[src/rtl/cod_pkg.sv]
// Package: object indexes, field layouts, timing constants and carriers
package cod_pkg;
    // ------------------------------------------------------------------
    // Index ranges
    // ------------------------------------------------------------------
    localparam logic [15:0] COMM_LAST    = 16'h1FFF;
    localparam logic [15:0] MFR_FIRST    = 16'h2000;
    localparam logic [15:0] MFR_LAST     = 16'h5FFF;
    localparam logic [15:0] PROF_FIRST   = 16'h6000;
    localparam logic [15:0] PROF_LAST    = 16'h9FFF;
    localparam logic [1:0]  RANGE_COMM   = 2'h0;
    localparam logic [1:0]  RANGE_MFR    = 2'h1;
    localparam logic [1:0]  RANGE_PROF   = 2'h2;
    localparam logic [1:0]  RANGE_NONE   = 2'h3;
    // ------------------------------------------------------------------
    // Object indexes
    // ------------------------------------------------------------------
    localparam logic [15:0] IDX_DEV_TYPE = 16'h1000;
    localparam logic [15:0] IDX_FAULT    = 16'h1001;
    localparam logic [15:0] IDX_HIST     = 16'h1003;
    localparam logic [15:0] IDX_SYNC     = 16'h1005;
    localparam logic [15:0] IDX_NAME     = 16'h1008;
    localparam logic [15:0] IDX_HW_VER   = 16'h1009;
    localparam logic [15:0] IDX_SW_VER   = 16'h100A;
    localparam logic [15:0] IDX_GUARD    = 16'h100C;
    localparam logic [15:0] IDX_LIFE     = 16'h100D;
    localparam logic [15:0] IDX_HB_PROD  = 16'h1017;
    // ------------------------------------------------------------------
    // Fields, reset values, codes
    // ------------------------------------------------------------------
    localparam int          GENERIC_BIT  = 0;
    localparam int          HIST_DEPTH   = 8;
    localparam logic [31:0] SYNC_RST     = 32'h0000_0080;
    localparam logic [31:0] LIFE_ERR     = 32'h0000_8130;
    localparam logic [7:0]  NODE_MAX     = 8'h7E;
    localparam logic [2:0]  AB_NONE      = 3'h0;
    localparam logic [2:0]  AB_RO        = 3'h1;
    localparam logic [2:0]  AB_NOOBJ     = 3'h2;
    localparam logic [2:0]  AB_SUB       = 3'h3;
    localparam logic [2:0]  AB_VALUE     = 3'h4;
    // ------------------------------------------------------------------
    // Timing
    // ------------------------------------------------------------------
    localparam int          CLK_MHZ      = 100;
    localparam int          TICK_US      = 1000;
    localparam int          TICK_CYC     = TICK_US * CLK_MHZ;
    // ------------------------------------------------------------------
    // Carriers
    // ------------------------------------------------------------------
    typedef struct packed {
        logic        valid;
        logic        write;
        logic [15:0] index;
        logic [7:0]  sub;
        logic [31:0] wdata;
    } cod_req_t;

    typedef struct packed {
        logic        valid;
        logic [2:0]  abort;
        logic [31:0] rdata;
    } cod_rsp_t;
endpackage

[src/rtl/cod_dictionary.sv]
// Object dictionary of the communication objects with guarding and history
`timescale 1ns/10ps
module cod_dictionary #(
    parameter int          TICK_CYCLES = cod_pkg::TICK_CYC,
    parameter int          DEPTH       = cod_pkg::HIST_DEPTH,
    parameter logic [31:0] DEV_TYPE    = 32'h0001_0192,
    parameter logic [31:0] NAME_STR    = 32'h4F_50_54_31, // arbitrary
    parameter logic [31:0] HW_STR      = 32'h30_30_31_41, // arbitrary
    parameter logic [31:0] SW_STR      = 32'h30_30_31_42  // arbitrary
) (
    input  wire logic             clk,
    input  wire logic             rst_n,
    input  wire cod_pkg::cod_req_t req,
    input  wire logic             emcy_valid,
    input  wire logic [31:0]      emcy_code,
    input  wire logic             guard_seen,
    input  wire logic [7:0]       node_addr,
    output      cod_pkg::cod_rsp_t rsp,
    output      logic [1:0]       index_range,
    output      logic             heartbeat_tx,
    output      logic             guard_error,
    output      logic             addr_error,
    output      logic             sync_producer
);
    localparam int CW = $clog2(DEPTH + 1);

    typedef struct packed {
        cod_pkg::cod_rsp_t       rsp;
        logic [1:0]              range;
        logic [31:0]             sync_id;
        logic [15:0]             guard_ms;
        logic [7:0]              life;
        logic [31:0]             hb_ms;
        logic [31:0]             hb_cnt;
        logic [31:0]             tick_cnt;
        logic [23:0]             guard_cnt;
        logic                    guard_err;
        logic                    addr_err;
        logic                    hb_pulse;
        logic [CW-1:0]           count;
        logic [DEPTH-1:0][31:0]  hist;
    } cod_state_t;

    cod_state_t st_ff;
    cod_state_t nxt_st;
    logic       tick;
    logic       guard_to;
    logic       log_evt;
    logic [31:0] log_code;

    function automatic logic [1:0] range_of(input logic [15:0] idx);
        if (idx <= cod_pkg::COMM_LAST) begin
            range_of = cod_pkg::RANGE_COMM;
        end else if (idx <= cod_pkg::MFR_LAST) begin
            range_of = cod_pkg::RANGE_MFR;
        end else if (idx <= cod_pkg::PROF_LAST) begin
            range_of = cod_pkg::RANGE_PROF;
        end else begin
            range_of = cod_pkg::RANGE_NONE;
        end
    endfunction

    assign tick     = (st_ff.tick_cnt == 32'(TICK_CYCLES - 1));
    // Product of two settings, both must be nonzero for guarding to run
    assign guard_to = tick && st_ff.guard_ms != 16'h0000
                      && st_ff.life != 8'h00 && !st_ff.guard_err
                      && !guard_seen
                      && (st_ff.guard_cnt + 24'h1 >=
                          st_ff.guard_ms * st_ff.life);
    // Guard timeout wins the log slot over a simultaneous emergency
    assign log_evt  = guard_to || emcy_valid;
    assign log_code = guard_to ? cod_pkg::LIFE_ERR : emcy_code;

    // ------------------------------------------------------------------
    // Next state
    // ------------------------------------------------------------------
    always_comb begin
        nxt_st = st_ff;
        nxt_st.rsp = '0;
        nxt_st.hb_pulse = 1'b0;
        nxt_st.addr_err = (node_addr == 8'h00)
                          || (node_addr > cod_pkg::NODE_MAX);
        nxt_st.tick_cnt = tick ? 32'h0 : st_ff.tick_cnt + 32'h1;

        if (st_ff.hb_ms == 32'h0) begin
            nxt_st.hb_cnt = 32'h0;
        end else if (tick) begin
            if (st_ff.hb_cnt + 32'h1 >= st_ff.hb_ms) begin
                nxt_st.hb_cnt   = 32'h0;
                nxt_st.hb_pulse = 1'b1;
            end else begin
                nxt_st.hb_cnt = st_ff.hb_cnt + 32'h1;
            end
        end

        if (guard_seen) begin
            nxt_st.guard_cnt = 24'h0;
            nxt_st.guard_err = 1'b0;
        end else if (st_ff.guard_ms == 16'h0000 || st_ff.life == 8'h00) begin
            // Idle timer held at zero so enabling never times out at once
            nxt_st.guard_cnt = 24'h0;
        end else if (guard_to) begin
            nxt_st.guard_err = 1'b1;
        end else if (tick && !st_ff.guard_err) begin
            nxt_st.guard_cnt = st_ff.guard_cnt + 24'h1;
        end

        if (req.valid) begin
            nxt_st.rsp.valid = 1'b1;
            nxt_st.range     = range_of(req.index);
            if (req.index == cod_pkg::IDX_DEV_TYPE) begin
                nxt_st.rsp.rdata = DEV_TYPE;
                if (req.write) nxt_st.rsp.abort = cod_pkg::AB_RO;
            end else if (req.index == cod_pkg::IDX_FAULT) begin
                nxt_st.rsp.rdata = {31'h0, st_ff.count != '0
                                    || st_ff.guard_err};
                if (req.write) nxt_st.rsp.abort = cod_pkg::AB_RO;
            end else if (req.index == cod_pkg::IDX_HIST) begin
                if (req.sub == 8'h00) begin
                    nxt_st.rsp.rdata = 32'(st_ff.count);
                    if (req.write && req.wdata != 32'h0) begin
                        nxt_st.rsp.abort = cod_pkg::AB_VALUE;
                    end else if (req.write) begin
                        nxt_st.count = '0;
                        nxt_st.hist  = '0;
                    end
                end else if (req.write) begin
                    nxt_st.rsp.abort = cod_pkg::AB_RO;
                end else if (32'(req.sub) <= 32'(st_ff.count)) begin
                    nxt_st.rsp.rdata = st_ff.hist[req.sub - 8'h01];
                end else begin
                    nxt_st.rsp.abort = cod_pkg::AB_SUB;
                end
            end else if (req.index == cod_pkg::IDX_SYNC) begin
                nxt_st.rsp.rdata = st_ff.sync_id;
                if (req.write) nxt_st.sync_id = req.wdata;
            end else if (req.index == cod_pkg::IDX_NAME) begin
                nxt_st.rsp.rdata = NAME_STR;
                if (req.write) nxt_st.rsp.abort = cod_pkg::AB_RO;
            end else if (req.index == cod_pkg::IDX_HW_VER) begin
                nxt_st.rsp.rdata = HW_STR;
                if (req.write) nxt_st.rsp.abort = cod_pkg::AB_RO;
            end else if (req.index == cod_pkg::IDX_SW_VER) begin
                nxt_st.rsp.rdata = SW_STR;
                if (req.write) nxt_st.rsp.abort = cod_pkg::AB_RO;
            end else if (req.index == cod_pkg::IDX_GUARD) begin
                nxt_st.rsp.rdata = {16'h0, st_ff.guard_ms};
                if (req.write) nxt_st.guard_ms = req.wdata[15:0];
            end else if (req.index == cod_pkg::IDX_LIFE) begin
                nxt_st.rsp.rdata = {24'h0, st_ff.life};
                if (req.write) nxt_st.life = req.wdata[7:0];
            end else if (req.index == cod_pkg::IDX_HB_PROD) begin
                nxt_st.rsp.rdata = st_ff.hb_ms;
                if (req.write) nxt_st.hb_ms = req.wdata;
            end else begin
                nxt_st.rsp.abort = cod_pkg::AB_NOOBJ;
            end
        end

        // New error after a clear in the same cycle still lands
        if (log_evt) begin
            nxt_st.hist[0] = log_code;
            for (int i = 1; i < DEPTH; i++) begin
                nxt_st.hist[i] = st_ff.hist[i-1];
            end
            if (nxt_st.count != CW'(DEPTH)) begin
                nxt_st.count = nxt_st.count + CW'(1);
            end
            if (nxt_st.count == CW'(1)) begin
                for (int i = 1; i < DEPTH; i++) nxt_st.hist[i] = '0;
            end
        end
    end

    always_ff @(posedge clk or negedge rst_n) begin
        if (!rst_n) begin
            st_ff <= '0;
            st_ff.sync_id <= cod_pkg::SYNC_RST;
        end else begin
            st_ff <= nxt_st;
        end
    end

    assign rsp           = st_ff.rsp;
    assign index_range   = st_ff.range;
    assign heartbeat_tx  = st_ff.hb_pulse;
    assign guard_error   = st_ff.guard_err;
    assign addr_error    = st_ff.addr_err;
    assign sync_producer = st_ff.sync_id[30];

    // ------------------------------------------------------------------
    // Checks
    // ------------------------------------------------------------------
    a_hist_clear: assert property (@(posedge clk)
        disable iff (!rst_n)
        req.valid && req.write && req.index == cod_pkg::IDX_HIST
        && req.sub == 8'h00 && req.wdata == 32'h0 && !log_evt
        |=> st_ff.count == '0) else $error("history not cleared");
    a_hist_newest: assert property (@(posedge clk)
        disable iff (!rst_n)
        log_evt |=> st_ff.hist[0] == $past(log_code))
        else $error("newest entry wrong");
    a_hist_bound: assert property (@(posedge clk)
        disable iff (!rst_n)
        st_ff.count <= CW'(DEPTH)) else $error("count overflow");
    a_fault_bit: assert property (@(posedge clk)
        disable iff (!rst_n)
        req.valid && !req.write && req.index == cod_pkg::IDX_FAULT
        && st_ff.guard_err |=> rsp.rdata[cod_pkg::GENERIC_BIT])
        else $error("generic bit clear");
    a_guard_log: assert property (@(posedge clk)
        disable iff (!rst_n)
        guard_to |=> guard_error && st_ff.hist[0] == cod_pkg::LIFE_ERR)
        else $error("guard error not logged");
    a_hb_off: assert property (@(posedge clk)
        disable iff (!rst_n)
        st_ff.hb_ms == 32'h0 |=> !heartbeat_tx)
        else $error("heartbeat while off");
    a_addr_zero: assert property (@(posedge clk)
        disable iff (!rst_n)
        node_addr == 8'h00 |=> addr_error)
        else $error("address zero not flagged");
    a_range_prof: assert property (@(posedge clk)
        disable iff (!rst_n)
        req.valid && req.index >= cod_pkg::PROF_FIRST
        && req.index <= cod_pkg::PROF_LAST
        |=> index_range == cod_pkg::RANGE_PROF)
        else $error("range wrong");
    // Write, one cycle without another guard time write, then read back the guard time
    a_guard_rw: assert property (@(posedge clk)
        disable iff (!rst_n)
        req.valid && req.write && req.index == cod_pkg::IDX_GUARD
        ##1 !(req.valid && req.write && req.index == cod_pkg::IDX_GUARD)
        ##1 req.valid && !req.write && req.index == cod_pkg::IDX_GUARD
        |=> rsp.rdata[15:0] == $past(req.wdata[15:0], 3))
        else $error("guard time lost");
endmodule

[config.mk]
export PLATFORM = sky130hd
export DESIGN_NAME = cod_dictionary
export DESIGN_NICKNAME = d
export VERILOG_FILES = /design/src/rtl/cod_pkg.sv /design/src/rtl/cod_dictionary.sv
export SDC_FILE = /design/constraint.sdc
export NUM_CORES = 1
export LEC_CHECK = 0
export BUFFER_PORTS_ARGS = -buffer_cell sky130_fd_sc_hd__buf_2
export CORE_ASPECT_RATIO = 2
export CORE_MARGIN = 2
export CORE_UTILIZATION = 63
export CTS_CLUSTER_DIAMETER = 80
export DETAILED_ROUTE_END_ITERATION = 16
export PLACE_DENSITY_LB_ADDON = 0.05
export SLEW_MARGIN = 20
export SYNTH_ARGS = -nofsm -noshare
export SYNTH_HDL_FRONTEND = slang
export SYNTH_SLANG_ARGS = --single-unit
export TNS_END_PERCENT = 20
[constraint.sdc]
create_clock -name clk -period 8.35 [get_ports clk]
set_input_delay 0.4175 -clock clk [delete_from_list [all_inputs] [get_ports clk]]
set_output_delay 0.4175 -clock clk [all_outputs]
set_load 0.02 [all_outputs]
After elaboration in Yosys (flattened, before gate mapping)
Cells that the tools add are included.
- register bits: 477
- output and inout bits: 42
- logic and storage cells: 169
- $add $sub $neg: 5
- $mul: 1
- $lt $le $gt $ge: 8
- equality and inequality tests: 18
- muxes and demuxes: 69
- bitwise operators: 9
- reduce and logical (&&, ||, !) cells: 36
- operators by type and width (operator ; number):
    $mux 260 ; 8
    $mux 32 ; 17
    $mux 88 ; 3
    $mux 35 ; 7
    $mux 224 ; 1
    $mux 56 ; 4
    $eq 16x13->1 const B ; 10
    $mux 126 ; 1
    $bmux 32 s3 ; 1
    $mux 24 ; 3
    $add 32x1->32 const B ; 2
    $mux 40 ; 1
    $eq 32x17->1 const B ; 1
    $ge 32x32->1 ; 1
    $logic_not 32->1 ; 1
    $mux 16 ; 2
    $reduce_bool 32->1 ; 1
    $mux 25 ; 1
    $add 24x1->24 const B ; 1
    $ge 24x24->1 ; 1
    $logic_not 8->1 ; 3
    $mul 16x8->24 ; 1
    $le 16x13->1 const B ; 1
    $le 16x15->1 const B ; 1
    31 further kinds ; 73

Logic depth before layout (Yosys ltp)
Gate-level depths: netlist of the first run.
- depth in word-level cells: 14
- depth in mapped cells: 30

Worst setup path after synthesis of the first run
OpenSTA, ideal clock, no wires.
- path type: register to register
- from: register st_ff[390] (netlist bit)
- to: register st_ff[10] (netlist bit)
- data arrival time: 6.870 ns
- required time: 8.229 ns
- slack: 1.360 ns
- stages on the path, launching flop included: 28
- buffers on the path: 4
- clock period less this slack: 6.990 ns
- cells stage by stage: dfrtp_1 -> clkbuf_1 -> clkbuf_1 -> and2_1 -> fa_1 -> fa_1 -> fa_1 -> inv_1 -> fa_1 -> inv_1 -> ha_1 -> a21o_1 -> a21oi_1 -> o31a_1 -> a31oi_1 -> or4_1 -> a31o_2 -> a21oi_1 -> xor2_1 -> ha_1 -> nand4_1 -> a2111oi_0 -> and2_1 -> nor2_1 -> o41a_1 -> buf_1 -> clkbuf_1 -> a22o_1
- longest elaborated chain between the ends: 8
- RTL lines (element ; RTL line ; text):
    start, declared ; cod_dictionary.sv:44 ; cod_state_t st_ff;
    start signal, assigned ; cod_dictionary.sv:180 ; st_ff <= nxt_st;
    parallel branches: the longest is 4 deep, another holds $mul 16x8->24 ; n/a ;
    $logic_and 1x1->1 * ; cod_dictionary.sv:68 ; && (st_ff.guard_cnt + 24'h1 >=
    $logic_or 1x1->1 ; cod_dictionary.sv:71 ; assign log_evt = guard_to || emcy_valid;
    $ne 2x2->1 (no source line) or $reduce_bool 2->1 (tied branches) ; n/a ;
    $reduce_and 7->1 (no source line) ; n/a ;
Every way passes the cells marked *.
A chain may end at the register's enable or synchronous reset.

Worst setup path after layout of the first run
- from: register st_ff[387] (netlist bit)
- to: register st_ff[140] (netlist bit)
- longest elaborated chain between the ends: 8
- RTL lines (element ; RTL line):
    parallel branches: the longest is 4 deep, another holds $mul 16x8->24 ; n/a
    $logic_and 1x1->1 * ; cod_dictionary.sv:68
    $logic_or 1x1->1 * ; cod_dictionary.sv:71
    $ne 2x2->1 (no source line) or $reduce_bool 2->1 (tied branches) ; n/a
    $reduce_and 7->1 (no source line) ; n/a
Marks and branches as above.

==> results of run 1 <==
-- layer usage --
| metal | share of wire [%] | GRT usage (%) | routed length (um) |
|---|---|---|---|
| met5 | 0.029 | 0 | 23 |
| met4 | 7.7 | 22.8 | 6080 |
| met3 | 4.4 | 4.66 | 3450 |
| met2 | 52 | 59.1 | 41000 |
| met1 | 36 | 38.1 | 28500 |
-- worst paths after layout --
kind	slack, ps	start	endpoint
worst max-delay path	440	st_ff[387]	st_ff[140]
worst min-delay path	40	emcy_code[2]	st_ff[2]
worst max register to register	440	st_ff[387]	st_ff[140]
worst min register to register	480	st_ff[287]	st_ff[287]
max in group asynchronous	6200	rst_n	st_ff[78]
min in group asynchronous	330	rst_n	st_ff[385]
-- cell usage in the layout (no fill, tap or decap), types with 54 or more instances in the layout --
cell type and n:
and3_1 240, dfrtp_1 473, inv_1 156, a31o_1 160
mux2_2 120, ha_1 110, and2_1 107, a31o_2 66
o21ai_0 54, a21oi_1 105, nand3_1 66, nand2_1 135
mux4_2 64, xnor2_1 71, fa_1 84, buf_2 141
nor2_1 94
-- state kept, by name, indices dropped and copies added, names as in the netlist --
name / cells
sync_producer: 1
index_range: 2
rsp: 36
addr_error: 1
st_ff: 435
guard_error: 1
heartbeat_tx: 1
-- per-stage QoR --
step / setup slack (ps) / utilization [%] / std cells / hold slack (ps)
after CTS: 492 / 68.7 / 3327 / 20.0
after global placement: 609 / 65.4 / 3246 / 461
final: 435 / 68.8 / 3331 / 44.9
after detailed placement: 522 / 65.4 / 3246 / 470
after floorplan: 1360 / - / 2729 / 122
after global routing: 13.3 / 68.8 / 3329 / 23.9
-- what timing repair did --
item | 4_1_cts | 5_1_grt
setup endpoints to repair | 0 | 122
resized for setup | 0 | 3
hold buffers | 1 | 0
endpoints found under the hold margin | 14 | 0
-- power by group through the flow --
stage / sequential [W] / combinational, W / clock [W]
final: 0.00295 / 0.00115 / 0.00211
after global routing: 0.00299 / 0.00126 / 0.00224
after global placement: 0.00294 / 0.00109 / 0
after floorplan: 0.00289 / 0.000944 / 0
after detailed placement: 0.00298 / 0.00115 / 0
after CTS: 0.00294 / 0.00116 / 0.00215
-- final cells by class --
class | instances | area [sq um] | share of cell area [%]
inverters | 156 | 586 | 1.86
diodes | 3 | 7.51 | 0.0238
well taps | 565 | 707 | 2.24
clock buffers | 67 | 1340 | 4.25
repair buffers | 192 | 1210 | 3.84
flip-flops and latches | 477 | 11900 | 37.9
clock inverters | 13 | 160 | 0.508
multi-input cells | 1858 | 15600 | 49.4
-- cell families after synthesis --
| kind of cell | Yosys count |
|---|---|
| muxes | 192 |
| xor gates and xnor gates | 118 |
| AOI/OAI and AO/OA | 528 |
| and+or+nand+nor | 825 |
| adders and majority gates | 195 |
| buffers and inverters | 394 |
| DFF | 477 |
==> results.yml, run 1 <==
synthesis:
  synth_xor_area_share_pct: 3.54
  ys_top_cells_by_count: "476 x dfrtp_1, 240 x and3_1, 169 x clkbuf_1, 160 x a31o_1, 156 x inv_1"
  synthMostInstantiatedCell: "dfrtp_1"
  synth_compound_area_share_pct: 13.6
  synth_cell_types: 68
  muxShareOfSynthArea_pct: 9.84
  syn_avg_cell_area_sq_um: 10.7
  synth_top_area_cell: "dfrtp_1"
  syn_nets: 3026
  synth_top_family_by_area: "simple AND/OR/NAND/NOR gates"
  synth.area.top_cells: "dfrtp_1 41%, fa_1 5.8%, and3_1 5.1%"
  yosysTopAreaCellShare_pct: 40.8
  synth_fa_ha_area_share_pct: 10.5
  ys_ff_latch: 477
  synth_edf_count: 0
  ys_seq_area_share_pct: 40.9
  synth_simple_gate_area_share_pct: 15.5
  netlist_instances: 2729
  ys.flop_type: "dfrtp_1"
  async_flop_share_pct: 100
  ys.warnings.count: 0
  syn_area_sq_um: 29200
setup_path:
  crit_slowest_cell: "dfrtp_1"
  worstPathRequired_ps: 8820
  endpoint_kind: "register"
  arrival_ps: 8380
  crit_buf_inv: 3
  rr_worst_depth: 24
  slowest_delay_ps: 580
  start_kind: "register"
  critPathMostFrequentCell: "fa_1"
  worstPathMaxFanout: 138
  path_cells: "and2_1 -> fa_1 -> fa_1 -> fa_1 -> inv_1 -> fa_1 -> inv_1 -> ha_1 -> nand4_1 -> nor2_1 -> a21oi_1 -> a31oi_1 -> or4_1 -> a31o_2 -> a21oi_1 -> xor2_1 -> ha_1 -> nand4_1 -> a2111oi_0 -> nand2_1 -> o2bb2ai_4 -> buf_12 -> and3_1 -> a31o_2"
  cp.depth: 24
  critPathKind: "register to register"
  crit_family: "adder cells"
timing:
  fin_crit_sh_pct: 94.8
  setup_violations: 0
  max_freq_mhz: 126
  finalMaxSlewViolations: 0
  timing.slew.headroom_pct: 22.5
  fin_skew_ps: 17.1
  finalHoldViolCount: 0
  grt_setup_unrepaired: "no"
  finalSetupTns_ps: 0
  fin_crit_ps: 7910
  tightest_slew_ps: 1150
global_route:
  grt_pass1_vias: 22898
  grtUsageTotal_pct: 33.8
  grt_max_degree: 225
  antenna_found_initial: 3
  grt_pass1_wl_um: 126000
  grt.overflow.total: 0
detailed_routing:
  routed_wl_um: 79100
  drc: 0
  drt_iter0_markers: 1622
  firstDrtPassIters: 5
  wl_per_cell_um: 23.7
  detail-route-antenna-nets: 0
  routed_via_density: 6.56
  num_vias: 21859
clock_network:
  cts_root_buf: "clkbuf_16"
  cts.sink_count: 477
  path_clk_slew_ps: 60
  post-cts-setup-buffer-count: 0
  clock_path_buffers: 3
  clk_latency_ps: 590
  cts_made_buffers: 45
  tritoncts: "built"
  htree_levels: 2
power_and_ir_drop:
  ir_drop_mv: 0.254
  p_clk_share_pct: 34.0
  switchingPower_w: 0.00170
  combPwrFrac_pct: 18.5
  p_seq_share_pct: 47.5
  power.density_nw_per_um2: 197
  p_leak_nw: 15.5
  switching_share_pct: 27.4
  p_total_w: 0.00620
  internal_power_w: 0.00450
floorplan:
  coreArea_sq_um: 45800
  die_y_um: 308
  num_rows: 111
  start_util_pct: 63.7
  io_pins: 144
  dieArea_sq_um: 48200
  chipWidth_um: 156
finish:
  nets: 3027
  drive_gt1_share_pct: 19.5
  n_fill_cell: 3479
  area_delta_synth_final_pct: 8.10
  final_area_sq_um: 31500
place:
  io_buffers: 143
  dp_hpwl_um: 55900
  place_area_sq_um: 30000
  gp_congestion: 0.941
min_path:
  worstHoldPathType: "input port to register"
  hold-path-cell-count: 2
run_status:
  status: "finished, final reports clean"
run:
  max_cap_violations: 0
No activity file was read; power rests on OpenSTA's default activity.
==> run 2, diff against run 1 <==
- ABC_AREA: not set -> 1
==> results.yml, run 2 <==
run_status:
  status: "finished, final reports clean"
global_route:
  use_met1_pct: 39.4
  grt_pass1_vias: 28465
  grt_max_degree: 255
  grt_pass1_wl_um: 147000
  use_met3_pct: 5.41
  grtUsageTotal_pct: 35.2
  use_met2_pct: 61.4
  grt.overflow.total: 0
  busiest_layer: "met2"
  antenna_found_initial: 3
synthesis:
  syn_avg_cell_area_sq_um: 7.34
  netlist_instances: 4348
  yosysTopAreaCellShare_pct: 37.3
  ys_seq_area_share_pct: 37.4
  ys_top_cells_by_count: "1129 x nand2_1, 583 x inv_1, 476 x dfrtp_1, 418 x nand3_1, 360 x o21ai_0"
  synth.area.top_cells: "dfrtp_1 37%, nand2_1 13%, inv_1 6.9%"
  synth_top_area_cell: "dfrtp_1"
  ys.flop_type: "dfrtp_1"
  synthMostInstantiatedCell: "nand2_1"
  async_flop_share_pct: 100
  syn_area_sq_um: 31900
  ys.warnings.count: 0
  synth_cell_types: 49
  ys_ff_latch: 477
  syn_nets: 4645
  synth_edf_count: 0
floorplan:
  dieArea_sq_um: 52600
  coreArea_sq_um: 50100
  num_rows: 116
  chipWidth_um: 163
  start_util_pct: 63.7
  io_pins: 144
  die_y_um: 322
clock_network:
  cts.sink_count: 477
  clk_latency_ps: 600
  htree_levels: 2
  cts_root_buf: "clkbuf_16"
  post-cts-setup-buffer-count: 0
  path_clk_slew_ps: 70
  cts_made_buffers: 45
  tritoncts: "built"
  clock_path_buffers: 3
setup_path:
  r2r_slack_ps: 830
  reg2reg_to: "st_ff[222]"
  rr_worst_depth: 28
  crit_slowest_cell: "dfrtp_1"
  arrival_ps: 7980
  start_kind: "register"
  critPathMostFrequentCell: "nand2_1"
  critPathKind: "register to register"
  slowest_delay_ps: 820
  reg2reg_from: "st_ff[386]"
  worstPathRequired_ps: 8810
  endpoint_kind: "register"
  worstPathMaxFanout: 254
detailed_routing:
  firstDrtPassIters: 6
  drc: 0
  routed_wl_um: 91500
  num_vias: 28906
  routed_via_density: 5.83
  detail-route-antenna-nets: 0
  drt_iter0_markers: 2450
  wl_per_cell_um: 18.5
place:
  pre_cts_slack_ps: 1070
  gp_congestion: 0.954
  dp_hpwl_um: 61700
  io_buffers: 143
  dp.cells: 4868
timing:
  max_freq_mhz: 133
  finalSetupTns_ps: 0
  finalMaxSlewViolations: 0
  tightest_slew_ps: 1200
  setup_violations: 0
  grt_setup_unrepaired: "no"
  fin_crit_sh_pct: 90.0
  finalHoldViolCount: 0
  fin_crit_ps: 7520
  timing.slew.headroom_pct: 20.1
  whs_ps: 41.6
  fin_skew_ps: 36.4
  postLayoutSetupSlackWorst_ps: 834
finish:
  area_delta_synth_final_pct: 6.36
  drive_gt1_share_pct: 6.58
  nets: 4565
  stdcell_count: 4954
  final_common_cell: "nand2_1"
  regMostFlops: "st_ff"
  largest_reg_flops: 435
  layout.cells.most_common_list: "1127 x nand2_1, 581 x inv_1, 476 x dfrtp_1"
run:
  max_cap_violations: 0
min_path:
  min_from: "node_addr[7]"
  hold_end: "addr_error"
  hold-path-cell-count: 2
  worstHoldPathType: "input port to register"
power_and_ir_drop:
  power.density_nw_per_um2: 197
  p_leak_nw: 18.0
  ir_drop_mv: 0.245
-- run 2: how the worst max path moves through the flow --
stage               startpoint    endpoint  depth (start not counted)
CTS                 st_ff[387]  st_ff[222]                         28
finish              st_ff[386]  st_ff[222]                         28
floorplan           st_ff[389]  st_ff[161]                         30
detailed placement  st_ff[387]    st_ff[8]                         28
global route        st_ff[386]  st_ff[222]                         26
global placement    st_ff[386]    st_ff[5]                         28
-- run 2: logic make-up after synthesis --
family | Yosys count | share of synthesized area (%)
buffers and inverters | 896 | 11.6
flip-flops | 477 | 37.4
XOR/XNOR | 89 | 2.44
AO/OA/AOI/OAI | 815 | 14.0
adder cells (fa/ha/maj) | 195 | 9.62
AND/OR/NAND/NOR | 1876 | 24.9
-- run 2: final cells by class --
cell class	count	area, sq um
inverters	594	2240
multi-input cells	2975	16300
flip-flops and latches	477	11900
fillers	4525	16100
clock inverters	18	255
well taps	649	812
clock buffers	64	1330
diodes	2	5.00
repair buffers	175	1050
-- run 2: critical path: cells and delay by family (launching register included) --
family / cells / cell delay [ps]
AND/OR/NAND/NOR: 12 / 1320
flip-flops: 1 / 820
adder cells (fa/ha/maj): 6 / 2720
XOR/XNOR: 1 / 190
AO/OA/AOI/OAI: 4 / 1090
buffers and inverters: 5 / 1000
-- run 2: report_power, final --
part	internal, W	leakage, nW	switching, W
Clock	0.00130	0.775	0.000944
Combinational	0.000491	10.8	0.000923
Sequential	0.00275	6.43	0.000283
-- run 2: stage by stage --
step | total power (W) | utilization (%) | instance area, sq um
3_3_place_gp | 0.00443 | 64.6 | 32300
5_1_grt | 0.00707 | 67.8 | 33900
6_report | 0.00668 | 67.8 | 33900
3_5_place_dp | 0.00447 | 64.6 | 32300
4_1_cts | 0.00670 | 67.8 | 33900
2_1_floorplan | 0.00416 | - | 31900
-- run 2: layer usage --
metal	routed length, um	vias to the layer above
met5	0	-
met4	6830	0
met3	5210	368
met2	46500	1014
met1	32900	13793
li1	-	13731
-- run 2: timing repair --
action,4_1_cts,5_1_grt
resized for setup,0,0
setup endpoints to repair,0,0
endpoints found under the hold margin,102,0
hold buffers,2,0
